`src/shared/picture_state_regs.svh`:
```
`ifndef PICTURE_STATE_REGS_SVH
`define PICTURE_STATE_REGS_SVH
// image-state command: eight dwords, length field holds 4, four less than the dword count
`define IMG_CMD_DWORDS        4'd8
`define IMG_CMD_LENGTH        16'h0004
`define IMG_CMD_TYPE          3'h3
`define IMG_CMD_PIPELINE      2'h2
`define IMG_CMD_OPCODE        3'h4
`define IMG_CMD_SUBOPCODE     8'h00
// dword 3 fields
`define DW3_SCALING_PRESENT   10
`define DW3_PIC_STRUCT_HI     9
`define DW3_PIC_STRUCT_LO     8
`define DW3_FS_INDEX_HI       7
`define DW3_FS_INDEX_LO       0
// dword 4 fields
`define DW4_RESID_HI          31
`define DW4_RESID_LO          24
`define DW4_SYNC_OVERWRITE    17
`define DW4_ROOT_THREAD       16
`define DW4_SIXTEEN_MV        12
`define DW4_CHROMA_HI         11
`define DW4_CHROMA_LO         10
`define DW4_DEBLOCK_WRITE     8
`define DW4_ENTROPY           7
`define DW4_NON_REFERENCE     6
`define DW4_CONSTRAINED_INTRA 5
`define DW4_DIRECT_8X8        4
`define DW4_TRANSFORM_8X8     3
// constants
`define FS_INDEX_WRITE_BASE   5'd16
`define FS_NON_EXISTING       7'h7F
`define RESID_ALIGN_MASK      8'h07
`define MV_SIZE_16            2'h1
`define MV_SIZE_32            2'h2
`define ADDR_WIDTH            32
// controller registers (wishbone byte offsets)
`define REG_CTRL              4'h0
`define REG_STATUS            4'h4
`define REG_DW3               4'h8
`define REG_DW4               4'hC
`define CTRL_START            0
`define STATUS_BUSY           0
`define STATUS_DONE           1
`endif

```
`src/shared/picture_state_pkg.sv`:
```
package picture_state_pkg;
    typedef enum logic [1:0] {
        STRUCT_FRAME  = 2'h0,
        STRUCT_TOP    = 2'h1,
        STRUCT_BAD    = 2'h2,
        STRUCT_BOTTOM = 2'h3
    } pic_struct_type;
    typedef enum logic [1:0] {
        CHROMA_MONO = 2'h0,
        CHROMA_420  = 2'h1,
        CHROMA_422  = 2'h2,
        CHROMA_444  = 2'h3
    } chroma_type;
    typedef struct packed {
        logic           scaling_matrix_present;
        pic_struct_type pic_struct;
        logic [7:0]     current_frame_store_index;
        logic [7:0]     residual_offset;
        logic           sync_overwrite;
        logic           root_thread_marker;
        logic           sixteen_vector_enable;
        chroma_type     chroma_sampling_format;
        logic           deblock_data_write_enable;
        logic           entropy_arith;
        logic           non_reference_picture;
        logic           constrained_intra;
        logic           direct_inference_8x8;
        logic           transform_8x8_allowed;
    } picture_fields_type;
endpackage

```
`src/shared/state_cmd_if.sv`:
```
interface state_cmd_if;
    logic        valid;
    logic        ready;
    logic [31:0] data;
    logic        last;
    modport streamer (output valid, output data, output last, input ready);
    modport decoder  (input valid, input data, input last, output ready);
endinterface

```
`src/hdl/picture_state_decoder.sv`:
```
// Added by the designer: the address map and register access over Wishbone.
`include "picture_state_regs.svh"
//////////////////////////////////////////////////////////////////////////////
// Summary of operation
// - no matrix flag: flat 4x4, or flat 8x8 instead if transform flag set; drop matrix data
// - matrix flag set: accept matrix data while valid
// - structure 00 frame, 01 top, 11 bottom
// - structure bit 0 alone marks field decoding
// - frame-store index only 0..16, high bits zero
// - index 0..15 picks write base from table
// - index 16 picks top or bottom write base
// - software programs index 16 for sixteen references
// - low seven bits 7F mean non-existing picture
// - index selects current picture order count
// - residual offset in dwords, multiple of eight
// - sync overwrite: flag only available-neighbour non-PCM intra
// - no overwrite: copy root-thread bit through
// - sixteen-vector disabled: map size 16 to 32
// - chroma 00 monochrome, 01 4:2:0 supported
// - deblock write off: write no deblock data
// - deblock write on: write all, default unfiltered
// - entropy bit: 0 variable-length, 1 arithmetic
// - non-reference flag marks picture unused later
// - constrained intra: inter neighbours unavailable
// - direct inference: 8x8 granularity only
// - transform flag allows 8x8 inverse transforms
// - state retained until reset or new command
module picture_state_decoder
    import picture_state_pkg::*;
(
    input  wire logic                    clk_i,
    input  wire logic                    rst_i,
    state_cmd_if.decoder                 cmd,
    input  wire logic [`ADDR_WIDTH-1:0]  mv_read_base_table_i [32],
    input  wire logic [`ADDR_WIDTH-1:0]  mv_write_base_top_i,
    input  wire logic [`ADDR_WIDTH-1:0]  mv_write_base_bottom_i,
    input  wire logic [31:0]             picture_order_list_i [17],
    input  wire logic                    matrix_data_valid_i,
    input  wire logic                    mb_is_intra_i,
    input  wire logic                    mb_is_pcm_i,
    input  wire logic                    mb_neighbour_avail_i,
    input  wire logic [1:0]              mv_size_i,
    input  wire logic                    slice_deblock_on_i,
    output logic [`ADDR_WIDTH-1:0]       mv_write_base_o,
    output logic [31:0]                  current_poc_o,
    output logic                         matrix_data_accept_o,
    output logic                         use_flat_4x4_o,
    output logic                         use_flat_8x8_o,
    output logic                         field_decode_o,
    output logic                         bottom_field_o,
    output logic                         monochrome_o,
    output logic                         arith_decode_o,
    output logic                         non_reference_picture_o,
    output logic                         constrained_intra_o,
    output logic                         direct_inference_8x8_o,
    output logic                         transform_8x8_allowed_o,
    output logic [7:0]                   residual_offset_o,
    output logic                         thread_sync_o,
    output logic [1:0]                   mv_size_o,
    output logic                         deblock_write_o,
    output logic                         deblock_no_filter_o,
    output logic                         picture_loaded_o,
    output logic                         bad_state_o
);
    typedef struct packed {
        logic [3:0]              dword_count;
        logic                    header_ok;
        logic [31:0]             dw3_hold;
        logic [31:0]             dw4_hold;
        picture_fields_type      fields;
        logic                    loaded;
        logic                    bad;
        logic [`ADDR_WIDTH-1:0]  mv_base;
        logic [31:0]             poc;
        logic                    mat_accept;
        logic                    thread_sync;
        logic [1:0]              mv_size;
        logic                    deblock_write;
        logic                    deblock_no_filter;
        logic                    flat_4x4;
        logic                    flat_8x8;
        logic                    field_decode;
        logic                    bottom_field;
        logic                    monochrome;
    } state_type;

    state_type r;
    state_type next_r;
    picture_fields_type f;
    logic [4:0] idx;

    ////////////////////////////////////////////////////////////////////////////
    always_comb begin
        next_r = r;
        f = r.fields;
        if (cmd.valid) begin
            next_r.dword_count = r.dword_count + 4'd1;
            if (r.dword_count == 4'd0) begin
                // other commands may share the link; only this header arms the latch
                next_r.header_ok = cmd.data == {`IMG_CMD_TYPE, `IMG_CMD_PIPELINE, `IMG_CMD_OPCODE,
                                                `IMG_CMD_SUBOPCODE, `IMG_CMD_LENGTH};
            end
            // dwords 3 and 4 wait for the last beat, so a cut command changes nothing
            if (r.dword_count == 4'd3) begin
                next_r.dw3_hold = cmd.data;
            end
            if (r.dword_count == 4'd4) begin
                next_r.dw4_hold = cmd.data;
            end
            if (cmd.last) begin
                next_r.dword_count = 4'd0;
            end
            // only the named fields are taken; reserved bits reach dw3_hold and dw4_hold but never the fields
            if (cmd.last && r.header_ok) begin
                f.scaling_matrix_present    = r.dw3_hold[`DW3_SCALING_PRESENT];
                f.pic_struct                = pic_struct_type'(r.dw3_hold[`DW3_PIC_STRUCT_HI:`DW3_PIC_STRUCT_LO]);
                f.current_frame_store_index = r.dw3_hold[`DW3_FS_INDEX_HI:`DW3_FS_INDEX_LO];
                f.residual_offset           = r.dw4_hold[`DW4_RESID_HI:`DW4_RESID_LO];
                f.sync_overwrite            = r.dw4_hold[`DW4_SYNC_OVERWRITE];
                f.root_thread_marker        = r.dw4_hold[`DW4_ROOT_THREAD];
                f.sixteen_vector_enable     = r.dw4_hold[`DW4_SIXTEEN_MV];
                f.chroma_sampling_format    = chroma_type'(r.dw4_hold[`DW4_CHROMA_HI:`DW4_CHROMA_LO]);
                f.deblock_data_write_enable = r.dw4_hold[`DW4_DEBLOCK_WRITE];
                f.entropy_arith             = r.dw4_hold[`DW4_ENTROPY];
                f.non_reference_picture     = r.dw4_hold[`DW4_NON_REFERENCE];
                f.constrained_intra         = r.dw4_hold[`DW4_CONSTRAINED_INTRA];
                f.direct_inference_8x8      = r.dw4_hold[`DW4_DIRECT_8X8];
                f.transform_8x8_allowed     = r.dw4_hold[`DW4_TRANSFORM_8X8];
                next_r.fields = f;
                next_r.loaded = 1'b1;
                // flag illegal programming; fields keep the values given, but low five index bits above 16 zero the write base and order count
                next_r.bad = (f.pic_struct == STRUCT_BAD)
                    || (f.current_frame_store_index[6:0] == `FS_NON_EXISTING)
                    || (f.current_frame_store_index[4:0] > `FS_INDEX_WRITE_BASE)
                    || (f.current_frame_store_index[7:5] != 3'h0)
                    || ((f.residual_offset & `RESID_ALIGN_MASK) != 8'h00)
                    || f.chroma_sampling_format[1];
            end
        end

        // write base and order count follow the newly latched index
        idx = f.current_frame_store_index[4:0];
        if (idx == `FS_INDEX_WRITE_BASE) begin
            next_r.mv_base = (f.pic_struct == STRUCT_BOTTOM) ? mv_write_base_bottom_i : mv_write_base_top_i;
            next_r.poc = picture_order_list_i[16];
        end else if (idx < `FS_INDEX_WRITE_BASE) begin
            // table holds a top/bottom pair per frame store
            next_r.mv_base = mv_read_base_table_i[{idx[3:0], f.pic_struct[1]}];
            next_r.poc = picture_order_list_i[idx];
        end else begin
            // illegal index: keep the list read in bounds instead of returning unknowns
            next_r.mv_base = {`ADDR_WIDTH{1'b0}};
            next_r.poc = 32'h0000_0000;
        end

        // per-macroblock controls follow their inputs by one cycle
        next_r.mat_accept = f.scaling_matrix_present && matrix_data_valid_i;
        if (f.sync_overwrite) begin
            next_r.thread_sync = mb_is_intra_i && !mb_is_pcm_i && mb_neighbour_avail_i;
        end else begin
            next_r.thread_sync = f.root_thread_marker;
        end
        next_r.mv_size = (!f.sixteen_vector_enable && mv_size_i == `MV_SIZE_16) ? `MV_SIZE_32 : mv_size_i;
        next_r.deblock_write = f.deblock_data_write_enable;
        next_r.deblock_no_filter = f.deblock_data_write_enable && !slice_deblock_on_i;

        // derived flags are registered so every output except the constant cmd.ready leaves a flip-flop
        next_r.flat_4x4 = !f.scaling_matrix_present && !f.transform_8x8_allowed;
        next_r.flat_8x8 = !f.scaling_matrix_present && f.transform_8x8_allowed;
        next_r.field_decode = f.pic_struct[0];
        next_r.bottom_field = f.pic_struct[1];
        next_r.monochrome = f.chroma_sampling_format == CHROMA_MONO;
    end

    always_ff @(posedge clk_i) begin
        if (rst_i) begin
            // clears loaded: outputs read as unprogrammed until the first command
            r <= '0;
        end else begin
            r <= next_r;
        end
    end

    ////////////////////////////////////////////////////////////////////////////
    // always ready: every field is taken in a single cycle
    assign cmd.ready               = 1'b1;
    assign mv_write_base_o         = r.mv_base;
    assign current_poc_o           = r.poc;
    assign matrix_data_accept_o    = r.mat_accept;
    assign use_flat_4x4_o          = r.flat_4x4;
    assign use_flat_8x8_o          = r.flat_8x8;
    assign field_decode_o          = r.field_decode;
    assign bottom_field_o          = r.bottom_field;
    assign monochrome_o            = r.monochrome;
    assign arith_decode_o          = r.fields.entropy_arith;
    assign non_reference_picture_o = r.fields.non_reference_picture;
    assign constrained_intra_o     = r.fields.constrained_intra;
    assign direct_inference_8x8_o  = r.fields.direct_inference_8x8;
    assign transform_8x8_allowed_o = r.fields.transform_8x8_allowed;
    assign residual_offset_o       = r.fields.residual_offset;
    assign thread_sync_o           = r.thread_sync;
    assign mv_size_o               = r.mv_size;
    assign deblock_write_o         = r.deblock_write;
    assign deblock_no_filter_o     = r.deblock_no_filter;
    assign picture_loaded_o        = r.loaded;
    assign bad_state_o             = r.bad;
endmodule

```
`src/flat_wrapper.sv`:
```
// flat-port wrapper written by rule: the top's interface ports become plain ports
module picture_state_decoder_flat import picture_state_pkg::*;
  (clk_i, rst_i, mv_read_base_table_i, mv_write_base_top_i, mv_write_base_bottom_i, picture_order_list_i, matrix_data_valid_i, mb_is_intra_i, mb_is_pcm_i, mb_neighbour_avail_i, mv_size_i, slice_deblock_on_i, mv_write_base_o, current_poc_o, matrix_data_accept_o, use_flat_4x4_o, use_flat_8x8_o, field_decode_o, bottom_field_o, monochrome_o, arith_decode_o, non_reference_picture_o, constrained_intra_o, direct_inference_8x8_o, transform_8x8_allowed_o, residual_offset_o, thread_sync_o, mv_size_o, deblock_write_o, deblock_no_filter_o, picture_loaded_o, bad_state_o, cmd_valid, cmd_data, cmd_last, cmd_ready);
  state_cmd_if cmd_i ();
  input  wire logic clk_i;
  input  wire logic rst_i;
  input  wire logic [`ADDR_WIDTH-1:0] mv_read_base_table_i[32];
  input  wire logic [`ADDR_WIDTH-1:0] mv_write_base_top_i;
  input  wire logic [`ADDR_WIDTH-1:0] mv_write_base_bottom_i;
  input  wire logic [31:0] picture_order_list_i[17];
  input  wire logic matrix_data_valid_i;
  input  wire logic mb_is_intra_i;
  input  wire logic mb_is_pcm_i;
  input  wire logic mb_neighbour_avail_i;
  input  wire logic [1:0] mv_size_i;
  input  wire logic slice_deblock_on_i;
  output logic [`ADDR_WIDTH-1:0] mv_write_base_o;
  output logic [31:0] current_poc_o;
  output logic matrix_data_accept_o;
  output logic use_flat_4x4_o;
  output logic use_flat_8x8_o;
  output logic field_decode_o;
  output logic bottom_field_o;
  output logic monochrome_o;
  output logic arith_decode_o;
  output logic non_reference_picture_o;
  output logic constrained_intra_o;
  output logic direct_inference_8x8_o;
  output logic transform_8x8_allowed_o;
  output logic [7:0] residual_offset_o;
  output logic thread_sync_o;
  output logic [1:0] mv_size_o;
  output logic deblock_write_o;
  output logic deblock_no_filter_o;
  output logic picture_loaded_o;
  output logic bad_state_o;
  input wire logic [$bits(cmd_i.valid)-1:0] cmd_valid;
  input wire logic [$bits(cmd_i.data)-1:0] cmd_data;
  input wire logic [$bits(cmd_i.last)-1:0] cmd_last;
  output wire logic [$bits(cmd_i.ready)-1:0] cmd_ready;
  assign cmd_i.valid = cmd_valid;
  assign cmd_i.data = cmd_data;
  assign cmd_i.last = cmd_last;
  assign cmd_ready = cmd_i.ready;
  picture_state_decoder u_core (.clk_i(clk_i), .rst_i(rst_i), .cmd(cmd_i), .mv_read_base_table_i(mv_read_base_table_i), .mv_write_base_top_i(mv_write_base_top_i), .mv_write_base_bottom_i(mv_write_base_bottom_i), .picture_order_list_i(picture_order_list_i), .matrix_data_valid_i(matrix_data_valid_i), .mb_is_intra_i(mb_is_intra_i), .mb_is_pcm_i(mb_is_pcm_i), .mb_neighbour_avail_i(mb_neighbour_avail_i), .mv_size_i(mv_size_i), .slice_deblock_on_i(slice_deblock_on_i), .mv_write_base_o(mv_write_base_o), .current_poc_o(current_poc_o), .matrix_data_accept_o(matrix_data_accept_o), .use_flat_4x4_o(use_flat_4x4_o), .use_flat_8x8_o(use_flat_8x8_o), .field_decode_o(field_decode_o), .bottom_field_o(bottom_field_o), .monochrome_o(monochrome_o), .arith_decode_o(arith_decode_o), .non_reference_picture_o(non_reference_picture_o), .constrained_intra_o(constrained_intra_o), .direct_inference_8x8_o(direct_inference_8x8_o), .transform_8x8_allowed_o(transform_8x8_allowed_o), .residual_offset_o(residual_offset_o), .thread_sync_o(thread_sync_o), .mv_size_o(mv_size_o), .deblock_write_o(deblock_write_o), .deblock_no_filter_o(deblock_no_filter_o), .picture_loaded_o(picture_loaded_o), .bad_state_o(bad_state_o));
endmodule
```
`config.mk`:
```
export PLATFORM = sky130hd
export DESIGN_NAME = picture_state_decoder_flat
export DESIGN_NICKNAME = d
export VERILOG_FILES = /design/src/shared/picture_state_pkg.sv /design/src/shared/state_cmd_if.sv /design/src/hdl/picture_state_decoder.sv /design/src/flat_wrapper.sv
export VERILOG_INCLUDE_DIRS = /design/src /design/src/shared
export SDC_FILE = /design/constraint.sdc
export NUM_CORES = 1
export LEC_CHECK = 0
export BUFFER_PORTS_ARGS = -buffer_cell sky130_fd_sc_hd__clkbuf_2
export CAP_MARGIN = 30
export CORE_AREA = 2 2 683 685
export CTS_CLUSTER_SIZE = 16
export DETAILED_ROUTE_END_ITERATION = 6
export DIE_AREA = 0 0 685 687
export MAX_ROUTING_LAYER = met4
export SYNTH_ARGS = -nofsm -noshare
export SYNTH_HDL_FRONTEND = slang
export SYNTH_SLANG_ARGS = --single-unit
```
`constraint.sdc`:
```
create_clock -name clk_i -period 2.3 [get_ports clk_i]
set_input_delay 0.345 -clock clk_i [delete_from_list [all_inputs] [get_ports clk_i]]
set_output_delay 0.345 -clock clk_i [all_outputs]
set_load 0.005 [all_outputs]
```
== Word-level counts from Yosys, hierarchy flattened ==
Cells that the tools add are included.
Widths: inputs -> output; s select.

* Flip-flop bits (word level): 155

* Bitwise logic cells: 2
* Equal/unequal tests: 8
* Multiplexer cells: 14
* Reduce and logical (&&, ||, !) cells: 27
* Add/subtract/negate cells: 1
* Order comparisons: 4

{| class="wikitable"
|+ Operator list
! operator !! count
|-
| $bmux 32 s5 || 2
|-
| $mux 32 || 5
|-
| $mux 64 || 2
|-
| $mux 30 || 2
|-
| $eq 32x31->1 const B || 1
|-
| $ge 6x6->1 const B || 2
|-
| $not 5->6 || 2
|-
| $logic_and 1x1->1 || 8
|-
| $reduce_and 2->1 || 4
|-
| $reduce_bool 8->1 || 1
|-
| $eq 7x7->1 const B || 1
|-
| $eq 5x5->1 const B || 1
|-
| $gt 5x5->1 const B || 1
|-
| $logic_not 1->1 || 5
|-
| $logic_or 1x1->1 || 5
|-
| $lt 5x5->1 const B || 1
|-
| $add 4x1->4 const B || 1
|-
| $eq 2x2->1 const B || 2
|-
| $eq 4x2->1 const B || 1
|-
| $eq 4x3->1 const B || 1
|-
| $logic_not 4->1 || 1
|-
| $mux 4 || 1
|-
| $reduce_bool 3->1 || 1
|-
| $eq 2x1->1 const B || 1
|-
| 4 further kinds || 4
|}

== Depth between registers and ports, before layout ==
* Depth after elaboration: 9
* Mapped depth: 12

== Worst setup path before layout ==
No wires, ideal clock.

* Path kind: input-to-reg
* From: input port cmd_last
* To: register u_core.r (netlist bit u_core.mv_write_base_o[28])
* Required time: 2,169 ps
* Stages on the path: 10
* Setup slack: -33 ps
* Arrival: 2,201 ps
* Buffers on the path: 4
* Cells stage by stage: buf_4 -> and4_1 -> a21o_1 -> buf_6 -> buf_6 -> buf_2 -> mux4_2 -> a221oi_1 -> o211a_1 -> a211oi_1

* Longest elaborated chain between the ends: 9

{| class="wikitable"
|+ RTL lines
! element !! RTL line !! source
|-
| start: declaration || flat_wrapper.sv:39 || <nowiki>input wire logic [$bits(cmd_i.last)-1:0] cmd_last;</nowiki>
|-
| $logic_and 1x1->1 (*) || picture_state_decoder.sv:114 || <nowiki>if (cmd.last && r.header_ok) begin</nowiki>
|-
| $mux 30 (*) || picture_state_decoder.sv:114 ||
|-
| $mux 30 (*) || picture_state_decoder.sv:96 || <nowiki>if (cmd.valid) begin</nowiki>
|-
| $not 5->6 (not written as such) || picture_state_decoder.sv:148 || <nowiki>next_r.mv_base = mv_read_base_table_i[{idx[3:0], f.pic_struct[1]}];</nowiki>
|-
| $bmux 32 s5 || picture_state_decoder.sv:148 ||
|-
| $mux 32 (not written as such) (2 in a row) || picture_state_decoder.sv:148 ||
|-
| $mux 64 || picture_state_decoder.sv:146 || <nowiki>end else if (idx < `FS_INDEX_WRITE_BASE) begin</nowiki>
|-
| $mux 64 (*) || picture_state_decoder.sv:143 || <nowiki>if (idx == `FS_INDEX_WRITE_BASE) begin</nowiki>
|-
| end signal: assignment || picture_state_decoder.sv:180 || <nowiki>r <= next_r;</nowiki>
|-
| end: declaration || picture_state_decoder.sv:87 || <nowiki>state_type r;</nowiki>
|}

Mark *: on every way between the ends. The rest lies on a longest branch, timed or not. The select of a mux whose other input is x is not followed.
A chain may end at the register's enable or synchronous reset.

== Worst setup path in the final report ==
* From: register u_core.r[171] in the netlist's numbering
* To: register u_core.r (netlist bit u_core.mv_write_base_o[26])

* Longest elaborated chain between the ends: 9

{| class="wikitable"
|+ RTL lines
! element !! RTL line
|-
| $logic_and 1x1->1 (*) || picture_state_decoder.sv:114
|-
| $mux 30 (*) || picture_state_decoder.sv:114
|-
| $mux 30 (*) || picture_state_decoder.sv:96
|-
| $not 5->6 (not written as such) || picture_state_decoder.sv:148
|-
| $bmux 32 s5 || picture_state_decoder.sv:148
|-
| $mux 32 (not written as such) (2 in a row) || picture_state_decoder.sv:148
|-
| $mux 64 || picture_state_decoder.sv:146
|-
| $mux 64 (*) || picture_state_decoder.sv:143
|}

Marks and branches as above.

==> results.ini <==
[cts]
cts_max_level = 4
cts_buffers = 21
cts-root-buf = clkbuf_16
cts_sinks = 139
cts.path.max_buffers = 3
cts_tree = done
clk_pin_slew_ps = 70
worstSkewPairLatency_ps = 620

[route]
vias = 35300
initialDrtViolationCount = 2985
drt-total-wl_um = 378000
remaining_drc_errors = 0
wire_per_inst_um = 33.4
avgViaCountPerCell = 3.12
ant_nets = 0
dr.pass1.iters = 5

[sta]
rsz0062_at_grt = true
worst_pin_slew_ps = 961
hold_violations = 0
max_freq_mhz = 333
fin_crit_ps = 3000
setup_viol = 64
period_share = 1.30
drv_slew = 0
whs_ps = 70.1
slew_headroom = 0.359
finClkSkew_ps = 47.0
worst_slack_ps = -699

[yosys]
yosysWarnings = 0
synth-seq-area-share = 0.126
post_synth_num_cell_types = 65
syn-cell-area_um2 = 22100
yosysTopAreaCell = mux2i_1
syn_nets = 4368
synth_top_area_share = 0.204
synth_edf_count = 0
ys_top_cells_by_area = mux2i_1 (20%), mux4_2 (19%), dfxtp_1 (13%)
ys_seq_elements = 139
avgSynthCellArea_um2 = 8.23
syn_inst = 2691
async_reset_ff_frac = 0
yosysMostFrequentCell = nand2_1
yosys-top-cells-count = nand2_1 (527), mux2i_1 (452), mux4_2 (188)
synth-main-ff-cell = dfxtp_1

[die]
die_h_um = 687
row_count = 250
initial_utilization = 0.0478
die_x_um = 685
dieArea_um2 = 471000
core_um2 = 463000
ios = 1766

[finish]
drive_gt1_frac = 0.641
stdcell_area_um2 = 51200
final_nets = 6680
area_growth_pct = 131
utilization = 0.111

[min_path]
min-delay-path-class = in2reg

[place]
place_area_um2 = 44300
portBuffers = 1764
dp_hpwl_um = 337000
dpl_worst_slack_ps = -1510
gp_congestion = 1.02

[grt]
grt_max_degree = 76
grt_pass1_vias = 35200
gr-usage-all-layers = 0.157
antenna_found_initial = 241
grt_pass1_wl_um = 450000
gr-total-overflow = 0

[setup_path]
critPathMaxFanout = 5
rrSetupSlack_ps = -700
crit_type = reg2reg
crit_path_end_kind = register
reg2regPathDepth = 11
cp.required_ps = 2780
endpoint = u_core.mv_write_base_o[26]$_SDFF_PP0_
critPathArrivalTime_ps = 3480
timing.rr.start = u_core.r[171]$_SDFFE_PP0P_
worstSetupStartpointType = register
startpoint = u_core.r[171]$_SDFFE_PP0P_
reg2reg_to = u_core.mv_write_base_o[26]$_SDFF_PP0_

[power_and_ir_drop]
p_leak_uw = 0.0201
ir_worst_vdd_uv = 327
power.density_nw_per_um2 = 205

[job]
maxCapViolations = 0

[status]
status = finished with violations
violations = setup timing

==> layout make-up <==
cell class	instances	area [um2]
sequential	139	2800
clock inverter	7	73.8
multi-input combinational	2164	20300
fill	53600	411000
tap	6174	7720
inverter	37	139
antenna	132	330
clock buffer	26	586
timing repair buffer	2640	19200
==> critical path, cell delays in order (launching register included) <==
cell	delay, ps
dfxtp_4	370
nand3_4	90
buf_12	160
mux2i_4	180
buf_12	140
buf_16	140
buf_12	130
mux2_4	280
a222oi_1	840
buf_4	280
a211o_1	190
a211oi_2	60
==> worst min-delay path by stage <==
stage,start,endpoint,cells after the start
after floorplan,slice_deblock_on_i,u_core.deblock_no_filter_o$_SDFF_PP0_,1
after global placement,u_core.r[137]$_SDFFE_PP0P_,u_core.r[137]$_SDFFE_PP0P_,2
after detailed placement,u_core.r[111]$_SDFFE_PP0P_,u_core.direct_inference_8x8_o$_SDFFE_PP0P_,2
after CTS,picture_order_list_i[1],u_core.current_poc_o[1]$_SDFF_PP0_,3
after global routing,picture_order_list_i[1],u_core.current_poc_o[1]$_SDFF_PP0_,3
final,picture_order_list_i[27],u_core.current_poc_o[27]$_SDFF_PP0_,3
==> stage by stage <==
step           std cells  total power (uW)  setup TNS, ps
2_1_floorplan       2691              3470              0
3_3_place_gp       10900              6420         -69800
3_5_place_dp       10900              6410         -68390
4_1_cts            11200             10900         -25140
5_1_grt            11300             11000         -28650
6_report           11300             10500         -23130
==> kinds of logic (layout without fill, tap and decap cells) <==
| family | after synthesis | after routing | share of synthesized area |
|---|---|---|---|
| simple gates | 844 | 844 | 0.161 |
| compound gates | 632 | 632 | 0.203 |
| flops | 139 | 139 | 0.126 |
| fa+ha+maj | 2 | 2 | 0.00113 |
| buf+inv | 388 | 2710 | 0.0898 |
| mux | 685 | 685 | 0.420 |
| other cells | 1 | 133 | 0.000169 |
==> registers in the layout (all words and copies together), names as in the netlist, 2 cells and up <==
| register | flops |
|---|---|
| u_core.current_poc_o | 32 |
| u_core.mv_size_o | 2 |
| u_core.mv_write_base_o | 32 |
| u_core.r | 49 |
| u_core.residual_offset_o | 8 |
==> placed cells by master (no fill, tap or decap), types with 24 or more instances in the layout <==
master and instances:
a211o_1 37, a211oi_1 31, a21oi_1 133, a32oi_1 29, buf_12 194, buf_4 491
buf_6 81, buf_8 24, clkbuf_16 28, clkbuf_2 1763, dfxtp_1 133, diode_2 132
dlygate4sd3_1 50, inv_1 37, mux2_2 34, mux2i_1 372, mux2i_2 31, mux2i_4 51
mux4_2 188, nand2_1 519, nand3_1 91, nor2_1 91, o22ai_1 52
==> layer usage <==
metal  up-vias  GRT usage  share of wire
li1      15100          -              -
met1     17400      0.162           0.36
met2      2214      0.299           0.55
met3       541     0.0304          0.056
met4         0     0.0488          0.038
met5         -          -              0
==> where the power goes <==
group	internal, uW	switching [uW]	leakage, uW	total, uW
Combinational	2000	2040	0.0186	4040
Clock	1940	1940	0.000329	3890
Sequential	2470	78.2	0.00114	2540
==> timing repair <==
action,4_1_cts,5_1_grt
endpoints found under the hold margin,50,0
hold buffers,50,0
buffers inserted,147,28
pin swaps,94,81
gates cloned,16,7
resized for setup,484,156
endpoints found under the setup margin,70,67
Note: power is estimated with default switching activity, not from simulation.
